===== src/core/ovsc_pkg.sv =====
// Constants shared by the overlay scaler control register bank
package ovsc_pkg;

    // ----------
    // Register byte offsets inside the control aperture
    // ----------
    localparam int          ADDR_W          = 14;
    localparam logic [13:0] OFS_B1_ORG      = 14'h3D08;
    localparam logic [13:0] OFS_B2_ORG      = 14'h3D0C;
    localparam logic [13:0] OFS_B2_CORG     = 14'h3D1C;
    localparam logic [13:0] OFS_CTRL        = 14'h3D20;
    localparam logic [13:0] OFS_HEDGES      = 14'h3D28;
    localparam logic [13:0] OFS_HISCAL      = 14'h3D30;
    localparam logic [13:0] OFS_GLOBAL      = 14'h3DC0;

    // ----------
    // Field layouts
    // ----------
    localparam int          ORG_W           = 24;
    localparam int          EDGE_W          = 11;
    localparam int          RIGHT_LSB       = 0;
    localparam int          LEFT_LSB        = 16;
    localparam int          HISCAL_W        = 19;
    localparam int          HISCAL_LSB      = 2;
    localparam int          VCNT_W          = 12;
    localparam int          VCNT_LSB        = 16;

    // Control word bits
    localparam int          CB_ENABLE       = 0;
    localparam int          CB_F1_PAR       = 6;
    localparam int          CB_F2_PAR       = 7;
    localparam int          CB_HFILT        = 10;
    localparam int          CB_VFILT        = 11;
    localparam int          CB_HFIX         = 12;
    localparam int          CB_CUPS         = 16;
    localparam int          CB_PLANAR       = 17;
    localparam int          CB_DITHER       = 18;
    localparam int          CB_MIRROR       = 19;
    localparam int          CB_BW           = 20;
    localparam int          CB_BLANK        = 21;
    localparam int          CB_FSELM        = 24;
    localparam int          CB_FSEL_LSB     = 25;
    localparam logic [31:0] CTRL_MASK       = 32'h073F1CC1;
    localparam logic [31:0] CTRL_RESET      = 32'h00000000;

    // Global control bits
    localparam int          GB_ZOOM         = 0;
    localparam int          GB_ZOOMF        = 1;
    localparam int          GB_CORDER       = 3;
    localparam int          GB_HUPD         = 4;
    localparam logic [31:0] GLOB_MASK       = 32'h0000001B;
    localparam logic [31:0] GLOB_RESET      = 32'h00000000;

    // ----------
    // Values
    // ----------
    localparam logic [18:0] HISCAL_UNITY    = 19'h04000;
    localparam logic [13:0] HALF_WEIGHT     = 14'h2000;
    localparam logic [7:0]  CHROMA_MID      = 8'h80;

    // Displayed buffer and field
    typedef enum logic [1:0] {
        SEL_A_F1 = 2'b00,
        SEL_A_F2 = 2'b01,
        SEL_B_F1 = 2'b10,
        SEL_B_F2 = 2'b11
    } ovsc_sel_t;

endpackage : ovsc_pkg


===== src/core/ovsc_tim_if.sv =====
// Link between the register bank and its retrace timing unit
`timescale 1ns/1ps
interface ovsc_tim_if;
    import ovsc_pkg::*;
    logic                hupMode;   // Load at every line
    logic                updateStb; // Double buffer load pulse
    logic [VCNT_W-1:0]   vCount;    // Current vertical line
    logic                vipField;  // Video input field, synced
    logic                vipBuf;    // Video input buffer, synced
    modport tim (input hupMode, output updateStb, vCount, vipField, vipBuf);
    modport regs (output hupMode, input updateStb, vCount, vipField, vipBuf);
endinterface : ovsc_tim_if


===== src/core/ovsc_regs.sv =====
// Overlay scaler control register bank
//
// Contract
// [RQ1] Buffer B origins hold 24-bit byte addresses
// [RQ2] Software aligns origins 000, or 111 mirrored
// [RQ3] Planar mode uses luma and chroma origins
// [RQ4] Control bit 0 enables the scaler
// [RQ5] Bits 6,7 give field start line parity
// [RQ6] Bit 10 interpolates horizontally only when scaling
// [RQ7] Bit 11 interpolates vertically only when scaling
// [RQ8] Bit 12 forces horizontal weight one half
// [RQ9] Bit 16 upsamples chroma with half coefficient
// [RQ10] Bit 17 selects 4:2:2 or planar 4:2:0
// [RQ11] Bit 18 enables output dithering
// [RQ12] Bit 19 reads lines with descending addresses
// [RQ13] Bit 20 forces both chromas to 128
// [RQ14] Bit 21 blanks the window to black
// [RQ15] Bit 24 picks software or hardware field
// [RQ16] Bits 26:25 pick displayed buffer and field
// [RQ17] Global bits 0,1 give 2x zoom, interpolated
// [RQ18] Global bit 3 swaps planar chroma byte order
// [RQ19] Global bit 4 loads at line, not retrace
// [RQ20] Global bits 27:16 show vertical counter
// [RQ21] Software keeps left edge below right edge
// [RQ22] Inverse horizontal scale is 5.14 in 20:2
`timescale 1ns/1ps
module ovsc_regs
    import ovsc_pkg::*;
(
    input  wire logic                ref_clk,         // 10 MHz clock
    input  wire logic                rst,             // Async reset, high
    // Memory mapped access
    input  wire logic [ADDR_W-1:0]   regAddr,         // Byte offset in aperture
    input  wire logic                regWr,           // Write strobe
    input  wire logic                regRd,           // Read strobe
    input  wire logic [3:0]          regBe,           // Byte enables
    input  wire logic [31:0]         regWdata,        // Write data
    output logic      [31:0]         regRdata,        // Read data
    output logic                     regRdValid,      // Read data valid
    // Display timing pins
    input  wire logic                vsyncPin,        // Vertical retrace
    input  wire logic                hsyncPin,        // Horizontal sync
    input  wire logic                vipFieldPin,     // Video input field
    input  wire logic                vipBufPin,       // Video input buffer
    input  wire logic                vertScaling,     // Vertical scale not unity
    // Scaler controls
    output logic                     scalerOn,        // Scaler enabled
    output logic                     firstFieldStartParity,  // Field 1 odd start
    output logic                     secondFieldStartParity, // Field 2 odd start
    output logic                     hInterp,         // Horizontal interpolation
    output logic                     vInterp,         // Vertical interpolation
    output logic                     hWeightFixed,    // Use fixed half weight
    output logic      [13:0]         hWeightFixedVal, // The fixed weight
    output logic                     chromaUpsample,  // Chroma upsampling
    output logic                     two_plane_format,// Planar 4:2:0 source
    output logic                     ditherOn,        // Output dithering
    output logic                     readDescending,  // Mirrored fetch
    output logic                     chromaForce,     // Black and white
    output logic      [7:0]          chromaForceVal,  // Forced chroma value
    output logic                     blankWindow,     // Show black
    output logic                     hwFieldSelect,   // Hardware field select
    output ovsc_sel_t                dispSel,         // Displayed buffer, field
    output logic                     zoom2x,          // 2x horizontal zoom
    output logic                     zoom2xInterp,    // Interpolate zoom pixels
    output logic                     chromaSwap,      // Cb in odd bytes
    output logic      [ORG_W-1:0]    lumaOrigin,      // First pixel address
    output logic                     lumaOriginValid, // Buffer B shown
    output logic      [ORG_W-1:0]    chromaOrigin,    // Chroma plane address
    output logic                     chromaOriginValid, // Planar B field 2
    output logic      [EDGE_W-1:0]   winLeft,         // Window left edge
    output logic      [EDGE_W-1:0]   winRight,        // Window right edge
    output logic      [HISCAL_W-1:0] hInvScale,       // Source step per pixel
    output logic      [VCNT_W-1:0]   vCountOut        // Vertical position
);

    // ----------
    // Helper functions
    // ----------
    function automatic logic hit(input logic [13:0] a, input logic [13:0] ofs);
        hit = (a[13:2] == ofs[13:2]);
    endfunction : hit

    function automatic logic [31:0] merge(input logic [31:0] old,
                                          input logic [31:0] wd,
                                          input logic [3:0]  be);
        logic [31:0] res;
        res = old;
        for (int i = 0; i < 4; i++) begin
            if (be[i]) begin
                res[i*8 +: 8] = wd[i*8 +: 8];
            end
        end
        merge = res;
    endfunction : merge

    // ----------
    // Storage
    // ----------
    logic [ORG_W-1:0]    orgB1Pend_r;
    logic [ORG_W-1:0]    orgB2Pend_r;
    logic [ORG_W-1:0]    corgB2Pend_r;
    logic [31:0]         ctrlPend_r;
    logic [31:0]         edgesPend_r;
    logic [HISCAL_W-1:0] hiscalPend_r;
    logic [31:0]         glob_r;
    logic [ORG_W-1:0]    orgB1_r;
    logic [ORG_W-1:0]    orgB2_r;
    logic [ORG_W-1:0]    corgB2_r;
    logic [31:0]         ctrl_r;
    logic [31:0]         edges_r;
    logic [HISCAL_W-1:0] hiscal_r;
    ovsc_sel_t           dispSel_r;
    logic [31:0]         rdata_r;
    logic                rdValid_r;
    logic [31:0]         hiscalWord;
    logic [31:0]         rdata_nxt;
    logic [ORG_W-1:0]    lumaOrg_r;
    logic                lumaOrgValid_r;
    logic                chromaOrgValid_r;
    logic                hInterp_r;
    logic                vInterp_r;

    ovsc_tim_if tif ();

    ovsc_timing u_timing (
        .ref_clk     (ref_clk),
        .rst         (rst),
        .vsyncPin    (vsyncPin),
        .hsyncPin    (hsyncPin),
        .vipFieldPin (vipFieldPin),
        .vipBufPin   (vipBufPin),
        .tim         (tif.tim)
    );

    assign tif.hupMode = glob_r[GB_HUPD];
    assign hiscalWord  = {11'h000, hiscalPend_r, 2'b00};

    // ----------
    // Host writes to pending copies
    // ----------
    // [RQ1] origin words, 24 bits kept
    always_ff @(posedge ref_clk or posedge rst) begin
        if (rst) begin
            orgB1Pend_r  <= '0;
            orgB2Pend_r  <= '0;
            corgB2Pend_r <= '0;
        end else if (regWr) begin
            if (hit(regAddr, OFS_B1_ORG)) begin
                orgB1Pend_r <= merge({8'h00, orgB1Pend_r}, regWdata, regBe)
                               [ORG_W-1:0];
            end
            if (hit(regAddr, OFS_B2_ORG)) begin
                orgB2Pend_r <= merge({8'h00, orgB2Pend_r}, regWdata, regBe)
                               [ORG_W-1:0];
            end
            // [RQ3] chroma plane origin
            if (hit(regAddr, OFS_B2_CORG)) begin
                corgB2Pend_r <= merge({8'h00, corgB2Pend_r}, regWdata, regBe)
                                [ORG_W-1:0];
            end
        end
    end

    always_ff @(posedge ref_clk or posedge rst) begin
        if (rst) begin
            ctrlPend_r <= CTRL_RESET;
        end else if (regWr && hit(regAddr, OFS_CTRL)) begin
            ctrlPend_r <= merge(ctrlPend_r, regWdata, regBe) & CTRL_MASK;
        end
    end

    always_ff @(posedge ref_clk or posedge rst) begin
        if (rst) begin
            edgesPend_r  <= '0;
            hiscalPend_r <= '0;
        end else if (regWr) begin
            if (hit(regAddr, OFS_HEDGES)) begin
                edgesPend_r <= merge(edgesPend_r, regWdata, regBe) & 32'h07FF07FF;
            end
            // [RQ22] 5.14 factor in bits 20:2
            if (hit(regAddr, OFS_HISCAL)) begin
                hiscalPend_r <= merge(hiscalWord, regWdata, regBe)
                                [HISCAL_LSB +: HISCAL_W];
            end
        end
    end

    // Global control is not double buffered
    always_ff @(posedge ref_clk or posedge rst) begin
        if (rst) begin
            glob_r <= GLOB_RESET;
        end else if (regWr && hit(regAddr, OFS_GLOBAL)) begin
            glob_r <= merge(glob_r, regWdata, regBe) & GLOB_MASK;
        end
    end

    // ----------
    // Double buffer load
    // ----------
    // [RQ19] active copies load on the update pulse
    always_ff @(posedge ref_clk or posedge rst) begin
        if (rst) begin
            orgB1_r  <= '0;
            orgB2_r  <= '0;
            corgB2_r <= '0;
            ctrl_r   <= CTRL_RESET;
            edges_r  <= '0;
            hiscal_r <= '0;
        end else if (tif.updateStb) begin
            orgB1_r  <= orgB1Pend_r;
            orgB2_r  <= orgB2Pend_r;
            corgB2_r <= corgB2Pend_r;
            ctrl_r   <= ctrlPend_r;
            edges_r  <= edgesPend_r;
            hiscal_r <= hiscalPend_r;
        end
    end

    // ----------
    // Displayed buffer and field
    // ----------
    always_ff @(posedge ref_clk or posedge rst) begin
        if (rst) begin
            dispSel_r <= SEL_A_F1;
        end else if (tif.updateStb) begin
            // [RQ15] hardware select follows video input
            if (ctrlPend_r[CB_FSELM]) begin
                dispSel_r <= ovsc_sel_t'({tif.vipBuf, tif.vipField});
            end else begin
                // [RQ16] software buffer and field
                dispSel_r <= ovsc_sel_t'(ctrlPend_r[CB_FSEL_LSB +: 2]);
            end
        end
    end

    // ----------
    // Fetch addresses for the shown buffer
    // ----------
    // [RQ1] first pixel address per field
    always_ff @(posedge ref_clk or posedge rst) begin
        if (rst) begin
            lumaOrg_r        <= '0;
            lumaOrgValid_r   <= 1'b0;
            chromaOrgValid_r <= 1'b0;
        end else begin
            case (dispSel_r)
                SEL_B_F1: begin
                    lumaOrg_r      <= orgB1_r;
                    lumaOrgValid_r <= 1'b1;
                end
                SEL_B_F2: begin
                    lumaOrg_r      <= orgB2_r;
                    lumaOrgValid_r <= 1'b1;
                end
                default: begin
                    lumaOrg_r      <= '0;
                    lumaOrgValid_r <= 1'b0;
                end
            endcase
            // [RQ3] chroma fetch only in planar mode
            chromaOrgValid_r <= ctrl_r[CB_PLANAR] && (dispSel_r == SEL_B_F2);
        end
    end

    // ----------
    // Interpolation qualifiers
    // ----------
    always_ff @(posedge ref_clk or posedge rst) begin
        if (rst) begin
            hInterp_r <= 1'b0;
            vInterp_r <= 1'b0;
        end else begin
            // [RQ6] only when scale is not unity
            hInterp_r <= ctrl_r[CB_HFILT] && (hiscal_r != HISCAL_UNITY);
            // [RQ7] only while vertical scaling
            vInterp_r <= ctrl_r[CB_VFILT] && vertScaling;
        end
    end

    // ----------
    // Read back
    // ----------
    // [RQ20] counter shown in global word
    always_comb begin
        rdata_nxt = 32'h00000000;
        if (hit(regAddr, OFS_CTRL)) begin
            rdata_nxt = ctrlPend_r;
        end else if (hit(regAddr, OFS_GLOBAL)) begin
            rdata_nxt = glob_r;
            rdata_nxt[VCNT_LSB +: VCNT_W] = tif.vCount;
        end
    end

    always_ff @(posedge ref_clk or posedge rst) begin
        if (rst) begin
            rdata_r   <= 32'h00000000;
            rdValid_r <= 1'b0;
        end else begin
            rdValid_r <= regRd;
            if (regRd) begin
                rdata_r <= rdata_nxt;
            end
        end
    end

    // ----------
    // Outputs
    // ----------
    assign regRdata               = rdata_r;
    assign regRdValid             = rdValid_r;
    // [RQ4] scaler on or off
    assign scalerOn               = ctrl_r[CB_ENABLE];
    // [RQ5] start line parity per field
    assign firstFieldStartParity  = ctrl_r[CB_F1_PAR];
    assign secondFieldStartParity = ctrl_r[CB_F2_PAR];
    assign hInterp                = hInterp_r;
    assign vInterp                = vInterp_r;
    // [RQ8] fixed half weight
    assign hWeightFixed           = ctrl_r[CB_HFIX];
    assign hWeightFixedVal        = HALF_WEIGHT;
    // [RQ9] chroma upsampling
    assign chromaUpsample         = ctrl_r[CB_CUPS];
    // [RQ10] source format
    assign two_plane_format       = ctrl_r[CB_PLANAR];
    // [RQ11] dithering
    assign ditherOn               = ctrl_r[CB_DITHER];
    // [RQ12] descending fetch
    assign readDescending         = ctrl_r[CB_MIRROR];
    // [RQ13] chroma forced mid
    assign chromaForce            = ctrl_r[CB_BW];
    assign chromaForceVal         = CHROMA_MID;
    // [RQ14] window blanking
    assign blankWindow            = ctrl_r[CB_BLANK];
    assign hwFieldSelect          = ctrl_r[CB_FSELM];
    assign dispSel                = dispSel_r;
    // [RQ17] zoom and its interpolation
    assign zoom2x                 = glob_r[GB_ZOOM];
    assign zoom2xInterp           = glob_r[GB_ZOOM] & glob_r[GB_ZOOMF];
    // [RQ18] chroma order in planar mode
    assign chromaSwap             = glob_r[GB_CORDER] & ctrl_r[CB_PLANAR];
    assign lumaOrigin             = lumaOrg_r;
    assign lumaOriginValid        = lumaOrgValid_r;
    assign chromaOrigin           = corgB2_r;
    assign chromaOriginValid      = chromaOrgValid_r;
    assign winLeft                = edges_r[LEFT_LSB +: EDGE_W];
    assign winRight               = edges_r[RIGHT_LSB +: EDGE_W];
    assign hInvScale              = hiscal_r;
    assign vCountOut              = tif.vCount;

endmodule : ovsc_regs


===== src/core/ovsc_timing.sv =====
// Retrace timing: pin sync, vertical counter, double buffer load pulse
`timescale 1ns/1ps
module ovsc_timing
    import ovsc_pkg::*;
(
    input  wire logic ref_clk,     // 10 MHz clock
    input  wire logic rst,         // Async reset, high
    input  wire logic vsyncPin,    // Vertical retrace pin
    input  wire logic hsyncPin,    // Horizontal sync pin
    input  wire logic vipFieldPin, // Video input field pin
    input  wire logic vipBufPin,   // Video input buffer pin
    ovsc_tim_if.tim   tim          // Link to register bank
);

    // ----------
    // Two-stage synchronisers
    // ----------
    logic [3:0] meta_r;
    logic [3:0] sync_r;
    logic       vsDly_r;
    logic       hsDly_r;
    logic [VCNT_W-1:0] vCount_r;
    logic       vsEdge;
    logic       hsEdge;

    always_ff @(posedge ref_clk or posedge rst) begin
        if (rst) begin
            meta_r <= 4'h0;
            sync_r <= 4'h0;
        end else begin
            meta_r <= {vipBufPin, vipFieldPin, hsyncPin, vsyncPin};
            sync_r <= meta_r;
        end
    end

    always_ff @(posedge ref_clk or posedge rst) begin
        if (rst) begin
            vsDly_r <= 1'b0;
            hsDly_r <= 1'b0;
        end else begin
            vsDly_r <= sync_r[0];
            hsDly_r <= sync_r[1];
        end
    end

    assign vsEdge = sync_r[0] & ~vsDly_r;
    assign hsEdge = sync_r[1] & ~hsDly_r;

    // ----------
    // Vertical counter
    // ----------
    // [RQ20] line position count
    always_ff @(posedge ref_clk or posedge rst) begin
        if (rst) begin
            vCount_r <= '0;
        end else if (vsEdge) begin
            vCount_r <= '0;
        end else if (hsEdge) begin
            vCount_r <= vCount_r + 12'h001;
        end
    end

    // [RQ19] retrace or line load
    assign tim.updateStb = tim.hupMode ? hsEdge : vsEdge;
    assign tim.vCount    = vCount_r;
    assign tim.vipField  = sync_r[2];
    assign tim.vipBuf    = sync_r[3];

endmodule : ovsc_timing


===== config.mk =====
export PLATFORM = sky130hd
export DESIGN_NAME = ovsc_regs
export DESIGN_NICKNAME = d
export VERILOG_FILES = /design/src/core/ovsc_pkg.sv /design/src/core/ovsc_tim_if.sv /design/src/core/ovsc_regs.sv /design/src/core/ovsc_timing.sv
export SDC_FILE = /design/constraint.sdc
export NUM_CORES = 1
export LEC_CHECK = 0
export BUFFER_PORTS_ARGS = -buffer_cell sky130_fd_sc_hd__buf_2
export CAP_MARGIN = 10
export CORE_MARGIN = 2
export CORE_UTILIZATION = 50
export DETAILED_ROUTE_END_ITERATION = 16
export GPL_TIMING_DRIVEN = 0
export PLACE_DENSITY = 0.78
export SLEW_MARGIN = 25
export SYNTH_ARGS = -nofsm -noshare
export SYNTH_HDL_FRONTEND = slang
export SYNTH_SLANG_ARGS = --single-unit

===== constraint.sdc =====
create_clock -name ref_clk -period 28.5 [get_ports ref_clk]
set_input_delay 1.425 -clock ref_clk [delete_from_list [all_inputs] [get_ports ref_clk]]
set_output_delay 1.425 -clock ref_clk [all_outputs]
set_load 0.01 [all_outputs]

**Yosys cells after proc, flatten, opt, wreduce, memory -nomap -nowiden**

Index checks and enable logic that the tools add are counted.

- ROM bits: 0
- Output and inout bits: 176
- Memory bits (writable): 0
- Logic and storage cells: 93
- Bits in registers: 343
- Input port bits: 59
- Memories kept: 0
- Bits in latches: 0

- Order comparisons: 0
- Shifts and indexed selects: 0
- Reduce and logical (&&, ||, !) cells: 28
- Multiply operators: 0
- Mux-type cells: 8
- Div/mod/pow operators: 0
- Bitwise gates (word level): 6
- Equal/unequal tests: 10
- $add $sub $neg: 1

Operator list:

| operator | count |
|---|---|
| $eq A12 B12 Y1 const B | 7 |
| $mux W28 | 2 |
| $pmux W24 S2 | 1 |
| $reduce_and A3 Y1 | 16 |
| $mux W12 | 2 |
| $ne A19 B15 Y1 const B | 1 |
| $add A12 B1 Y12 const B | 1 |
| $reduce_and A2 Y1 | 5 |
| $logic_and A1 B1 Y1 | 5 |
| $and A1 B1 Y1 | 4 |
| $eq A2 B2 Y1 const B | 2 |
| $mux W1 | 2 |
| $mux W2 | 1 |
| $not A1 Y1 | 2 |
| $reduce_bool A2 Y1 | 1 |
| $reduce_or A2 Y1 | 1 |

**Longest topological paths before layout**

- Depth in word-level cells: 4
- Gate-level depth with buffers: 6
- Depth with buffers taken out: 5

**Hierarchy**

From an unflattened synthesis, not the netlist that was laid out.

- Cells, all modules: 892
- Area, all modules: 13559.3 um^2

Modules (own cells, without submodules):

| module | instances | cells an instance | area an instance (um^2) | sequential area each (um^2) |
|---|---|---|---|---|
| ovsc_regs | 1 | 813 | 12644.6 | 7757.4 |
| ovsc_timing | 1 | 79 | 914.6 | 550.5 |

**Worst setup path before layout**

OpenSTA, ideal clock, no wires.

- Path kind: input to register
- Start point: input regAddr[9]
- End point: register corgB2Pend_r[16]
- Arrival time: 2.645 ns
- Slack: 25.730 ns
- Required time: 28.375 ns
- Library setup time: 0.125 ns
- Buffers on the path: 1
- Stages: 5
- Cells stage by stage: and4b_1 -> buf_4 -> nand4_4 -> nor2_4 -> mux2_2

- Word-level cells in the longest chain between the ends: 2

RTL lines:

| what | line | text |
|---|---|---|
| from (decl) | ovsc_regs.sv:33 | `input wire logic [ADDR_W-1:0] regAddr,` |
| $eq A12 B12 Y1 | ovsc_regs.sv:80 | `hit = (a[13:2] == ofs[13:2]);` |
| $reduce_and A3 Y1 (no source line) | -- |  |
| to (signal assigned) | ovsc_regs.sv:158 | `corgB2Pend_r <= merge({8'h00, corgB2Pend_r}, regWdata, regBe)` |
| to (decl) | ovsc_regs.sv:101 | `logic [ORG_W-1:0] corgB2Pend_r;` |

No other way between the ends.
A chain may end at the register's enable or synchronous reset.

**Worst setup path after layout**

- Start point: register dispSel_r[1] (netlist: dispSel[1])
- End point: output dispSel[1]

RTL lines:

| what | line | text |
|---|---|---|
| from (decl) | ovsc_regs.sv:112 | `ovsc_sel_t dispSel_r;` |
| from (signal assigned) | ovsc_regs.sv:228 | `dispSel_r <= ovsc_sel_t'({tif.vipBuf, tif.vipField});` |
| from (signal assigned) | ovsc_regs.sv:231 | `dispSel_r <= ovsc_sel_t'(ctrlPend_r[CB_FSEL_LSB +: 2]);` |
| to (decl) | ovsc_regs.sv:62 | `output ovsc_sel_t dispSel,` |

No word-level cell between the ends.

==> results_tabular.tex <==
\begin{tabular}{lr}
\hline
Metric & Value \\
\hline
\multicolumn{2}{l}{\textbf{Critical path}} \\
\quad Biggest fanout along the worst timing path & 10 \\
\quad Data arrival time of the critical path & 1380 ps \\
\quad Path type of the worst setup path & reg2out \\
\quad Cell-by-cell listing of the critical path & buf\_2 \\
\quad Critical path data required time & between 20,000 and 30,000 ps \\
\quad Top cell family by delay on the critical path & flip-flops \\
\quad Critical path's largest stage delay & $\sim$640 ps \\
\quad CP startpoint kind & flop \\
\quad Capturing element type of the critical path & output port \\
\quad Slowest-stage cell, CP & sky130\_fd\_sc\_hd\_\_dfrtp\_1 \\
\quad Buffer and inverter count on the worst path & 1 \\
\multicolumn{2}{l}{\textbf{Yosys}} \\
\quad FF+latch count, synth & between 300 and 400 \\
\quad Count of synthesis-stage warnings from yosys & 0 \\
\quad Avg Cell Area, Syn & 15.6 um\^{}2 \\
\quad Number of library cell types mapped by synthesis & 38 \\
\quad Sequential element share of the synthesized area & 0.633 \\
\quad Synthesized netlist cell count & 841 \\
\quad Cell area after synthesis & 13,100 um\^{}2 \\
\multicolumn{2}{l}{\textbf{Floorplan}} \\
\quad Area of the core region & 25,900 um\^{}2 \\
\quad Initial standard-cell utilization of the core & 0.507 \\
\quad Number of top-level pins & about 240 \\
\quad Chip Height & 166 um \\
\quad \# rows & 59 \\
\quad Area of the die & about 28,000 um\^{}2 \\
\quad DIE WIDTH & 166 um \\
\multicolumn{2}{l}{\textbf{Timing}} \\
\quad Max Slew Vio Count & 0 \\
\quad Final critical-path required period & 2800 ps \\
\quad Final number of setup-violating endpoints & 0 \\
\quad Final sum of negative setup slack & 0 ps \\
\quad Relative slew slack & 0.526 \\
\quad Achievable clock frequency & 0.357 GHz \\
\quad Part of the cycle the worst path needs & 0.0983 \\
\quad Final number of hold-violating endpoints & 0 \\
\quad Slew at the pin closest to its max-slew limit & 704 ps \\
\quad RSZ-0062 raised after global routing & false \\
\quad Clock Skew & 17.2 ps \\
\multicolumn{2}{l}{\textbf{Global route}} \\
\quad Initial antenna violation count & 2 \\
\quad Total congestion overflow after global routing & 0 \\
\quad Via count of the first global-routing pass & slightly above 8,000 \\
\quad Pin count of the biggest net entering global routing & 100 \\
\quad Global-route wire length before repair & 47,100 um \\
\quad Aggregate global-route resource usage & 0.219 \\
\multicolumn{2}{l}{\textbf{Layout}} \\
\quad Storage element area & just over 8000 um\^{}2 \\
\quad Most common library cell in the layout ignoring fill and taps & sky130\_fd\_sc\_hd\_\_dfrtp\_1 \\
\quad Post-route standard cell area excluding fillers & 15,900 um\^{}2 \\
\quad Commonest cells after routing, fill and taps aside & sky130\_fd\_sc\_hd\_\_dfrtp\_1, sky130\_fd\_sc\_hd\_\_mux2\_2, sky130\_fd\_sc\_hd\_\_buf\_2, sky130\_fd\_sc\_hd\_\_buf\_4 \\
\quad Share of layout cells above drive strength 1 & 0.523 \\
\quad Fillers & 1,970 \\
\quad Synth-to-Final Area Change & 21.4\% \\
\quad Final net count & about 1,200 \\
\quad Multi-input logic area & 4520 um\^{}2 \\
\multicolumn{2}{l}{\textbf{Outcome}} \\
\quad Result of the run & finished, final reports clean \\
\multicolumn{2}{l}{\textbf{Clocking}} \\
\quad Root buffer selected by CTS & sky130\_fd\_sc\_hd\_\_clkbuf\_16 \\
\quad Hold-fix buffers at CTS & 0 \\
\quad Buffer count from post-CTS setup fixing & 0 \\
\quad Clock tree from TritonCTS & done \\
\quad CTS Buffer Depth & 3 \\
\quad Maximum level of the CTS H-tree & 2 \\
\quad Cells resized by post-CTS repair & 0 \\
\quad Clock slew seen by the registers of the worst setup and hold paths & $\sim$60 ps \\
\quad CTS buffer count & 35 \\
\quad Latest clock arrival within the worst-skew pair & 510 ps \\
\quad Clock sinks & 332 \\
\multicolumn{2}{l}{\textbf{Detailed routing}} \\
\quad Routed wire length per instance & 20.4 um \\
\quad Detail-routed via count per cell & 5.26 \\
\quad Number of DRC violations after detailed-routing iteration 0 & 528 \\
\quad DRC Markers & 0 \\
\quad Count of vias placed by the detailed router & 7,733 \\
\quad Routed WL & 29,900 um \\
\quad Antenna-violating nets left & 0 \\
\quad First-pass iteration count of the detailed router & 4 \\
\multicolumn{2}{l}{\textbf{Placement}} \\
\quad PortBufs & 194 \\
\quad Total half-perimeter wirelength after legalization and detailed placement & 20,800 um \\
\quad Area after DPL & 14,700 um\^{}2 \\
\quad Gpl congestion & 0.823 \\
\multicolumn{2}{l}{\textbf{Min path}} \\
\quad Classification of the worst-slack hold path & reg2reg \\
\multicolumn{2}{l}{\textbf{Power and ir drop}} \\
\quad Leakage component of the power & 0.00849 uW \\
\quad Worst-case vdd ir drop & 0.0463 mV \\
\quad Power Dens Cells & 62.5 nW/um\^{}2 \\
\multicolumn{2}{l}{\textbf{Run}} \\
\quad Max-capacitance violation count & 0 \\
\hline
\end{tabular}
-- synthesized netlist by cell type --
master                     number  share of area
sky130_fd_sc_hd__dfrtp_1      332           0.63
sky130_fd_sc_hd__mux2_2       258           0.22
sky130_fd_sc_hd__buf_4         45          0.026
sky130_fd_sc_hd__nor2b_1       37          0.018
sky130_fd_sc_hd__mux2i_1       27          0.021
sky130_fd_sc_hd__nor2_1        18         0.0051
sky130_fd_sc_hd__nor2_4        15          0.013
sky130_fd_sc_hd__a22o_1        11         0.0073
sky130_fd_sc_hd__a221o_1       10         0.0076
sky130_fd_sc_hd__nand2_1       10         0.0029
sky130_fd_sc_hd__xor2_1         8         0.0053
sky130_fd_sc_hd__clkbuf_1       7         0.0020
sky130_fd_sc_hd__buf_2          6         0.0023
sky130_fd_sc_hd__nand3_1        6         0.0023
sky130_fd_sc_hd__nand4_1        5         0.0024
sky130_fd_sc_hd__a21oi_1        4         0.0015
sky130_fd_sc_hd__and2_1         4         0.0019
sky130_fd_sc_hd__nor4_1         4         0.0019
sky130_fd_sc_hd__and4b_1        3         0.0023
sky130_fd_sc_hd__and4bb_2       3         0.0029
sky130_fd_sc_hd__inv_1          3        0.00086
sky130_fd_sc_hd__nand4_4        3         0.0049
sky130_fd_sc_hd__nor3_4         3         0.0037
sky130_fd_sc_hd__conb_1         2        0.00057
sky130_fd_sc_hd__nand3b_1       2         0.0011
sky130_fd_sc_hd__nor3_2         2         0.0015
sky130_fd_sc_hd__o21ai_0        2        0.00076
sky130_fd_sc_hd__and3_1         1        0.00048
sky130_fd_sc_hd__and4_1         1        0.00067
sky130_fd_sc_hd__buf_6          1        0.00086
sky130_fd_sc_hd__ha_1           1        0.00095
sky130_fd_sc_hd__nand3_4        1         0.0013
sky130_fd_sc_hd__nand4b_1       1        0.00067
sky130_fd_sc_hd__o31ai_1        1        0.00057
sky130_fd_sc_hd__o41a_1         1        0.00086
sky130_fd_sc_hd__or3_1          1        0.00048
sky130_fd_sc_hd__or4_1          1        0.00057
sky130_fd_sc_hd__xnor2_1        1        0.00067
-- layout make-up --
type,count,area share
Clock buffer,48,0.0638
Timing Repair Buffer,197,0.0661
Antenna cell,2,0.000314
Clock inverter,15,0.0116
Tap cell,335,0.0263
Inverter,3,0.00118
Buffer,59,0.0254
Multi-Input combinational cell,478,0.284
Sequential cell,332,0.521
-- through the flow --
stage / cells / utilization / power, uW / worst slack [ps] / hold WS, ps
after floorplan: 872 / - / 515 / 17880 / 331
after global placement: 1401 / 0.565 / 534 / 14610 / 336
after detailed placement: 1404 / 0.568 / 536 / 25250 / 338
after CTS: 1467 / 0.615 / 1010 / 25690 / 347
after global routing: 1469 / 0.615 / 1030 / 25570 / 348
final: 1469 / 0.615 / 997 / 25700 / 342
-- routing by layer --
layer / track usage / vias up / share of wire
li1: - / 3453 / -
met1: 0.301 / 4001 / 0.43
met2: 0.354 / 229 / 0.48
met3: 0.0415 / 50 / 0.062
met4: 0.0764 / 0 / 0.026
met5: 0 / - / 0
-- report_power, final --
part           switching [uW]  internal, uW  leakage, uW  total [uW]
sequential               3.70           474      0.00461         478
combinational            31.4          17.2      0.00329        48.6
clock                     183           287     0.000595         470
-- flip-flops by register name, indices dropped and copies added, names as in the netlist, 21 cells and up --
signal,cells
chromaOrigin,24
edges_r,22
orgB1_r,24
edgesPend_r,22
orgB2_r,24
lumaOrigin,24
orgB1Pend_r,24
regRdata,21
corgB2Pend_r,24
orgB2Pend_r,24
-- logic make-up (layout without fill, tap and decap cells) --
logic type,count (synthesis),count (layout),share of synthesized area
flops,332,332,0.633
mux,285,285,0.242
simple gates,121,121,0.0676
buf+inv,62,322,0.0317
compound gates,29,29,0.0187
xor+xnor,9,9,0.00600
other cells,2,35,0.000572
fa+ha+maj,1,1,0.000953
-- worst paths after layout --
| kind | startpoint | to | slack, ps | cells after the start |
|---|---|---|---|---|
| setup / recovery | dispSel[1]$_DFFE_PP0P_ | dispSel[1] | 25700 | 1 |
| hold / removal | u_timing.meta_r[3]$_DFF_PP0_ | u_timing.sync_r[3]$_DFF_PP0_ | 340 | 0 |
| setup reg to reg | u_timing.sync_r[1]$_DFF_PP0_ | ctrl_r[10]$_DFFE_PP0P_ | 26530 | 5 |
| hold reg to reg | u_timing.meta_r[3]$_DFF_PP0_ | u_timing.sync_r[3]$_DFF_PP0_ | 340 | 0 |
| max in group asynchronous | rst | orgB1_r[14]$_DFFE_PP0P_ | 25870 | 5 |
| min in group asynchronous | rst | regRdata[27]$_DFFE_PP0P_ | 980 | 2 |
No activity file was read; power rests on OpenSTA's default activity.
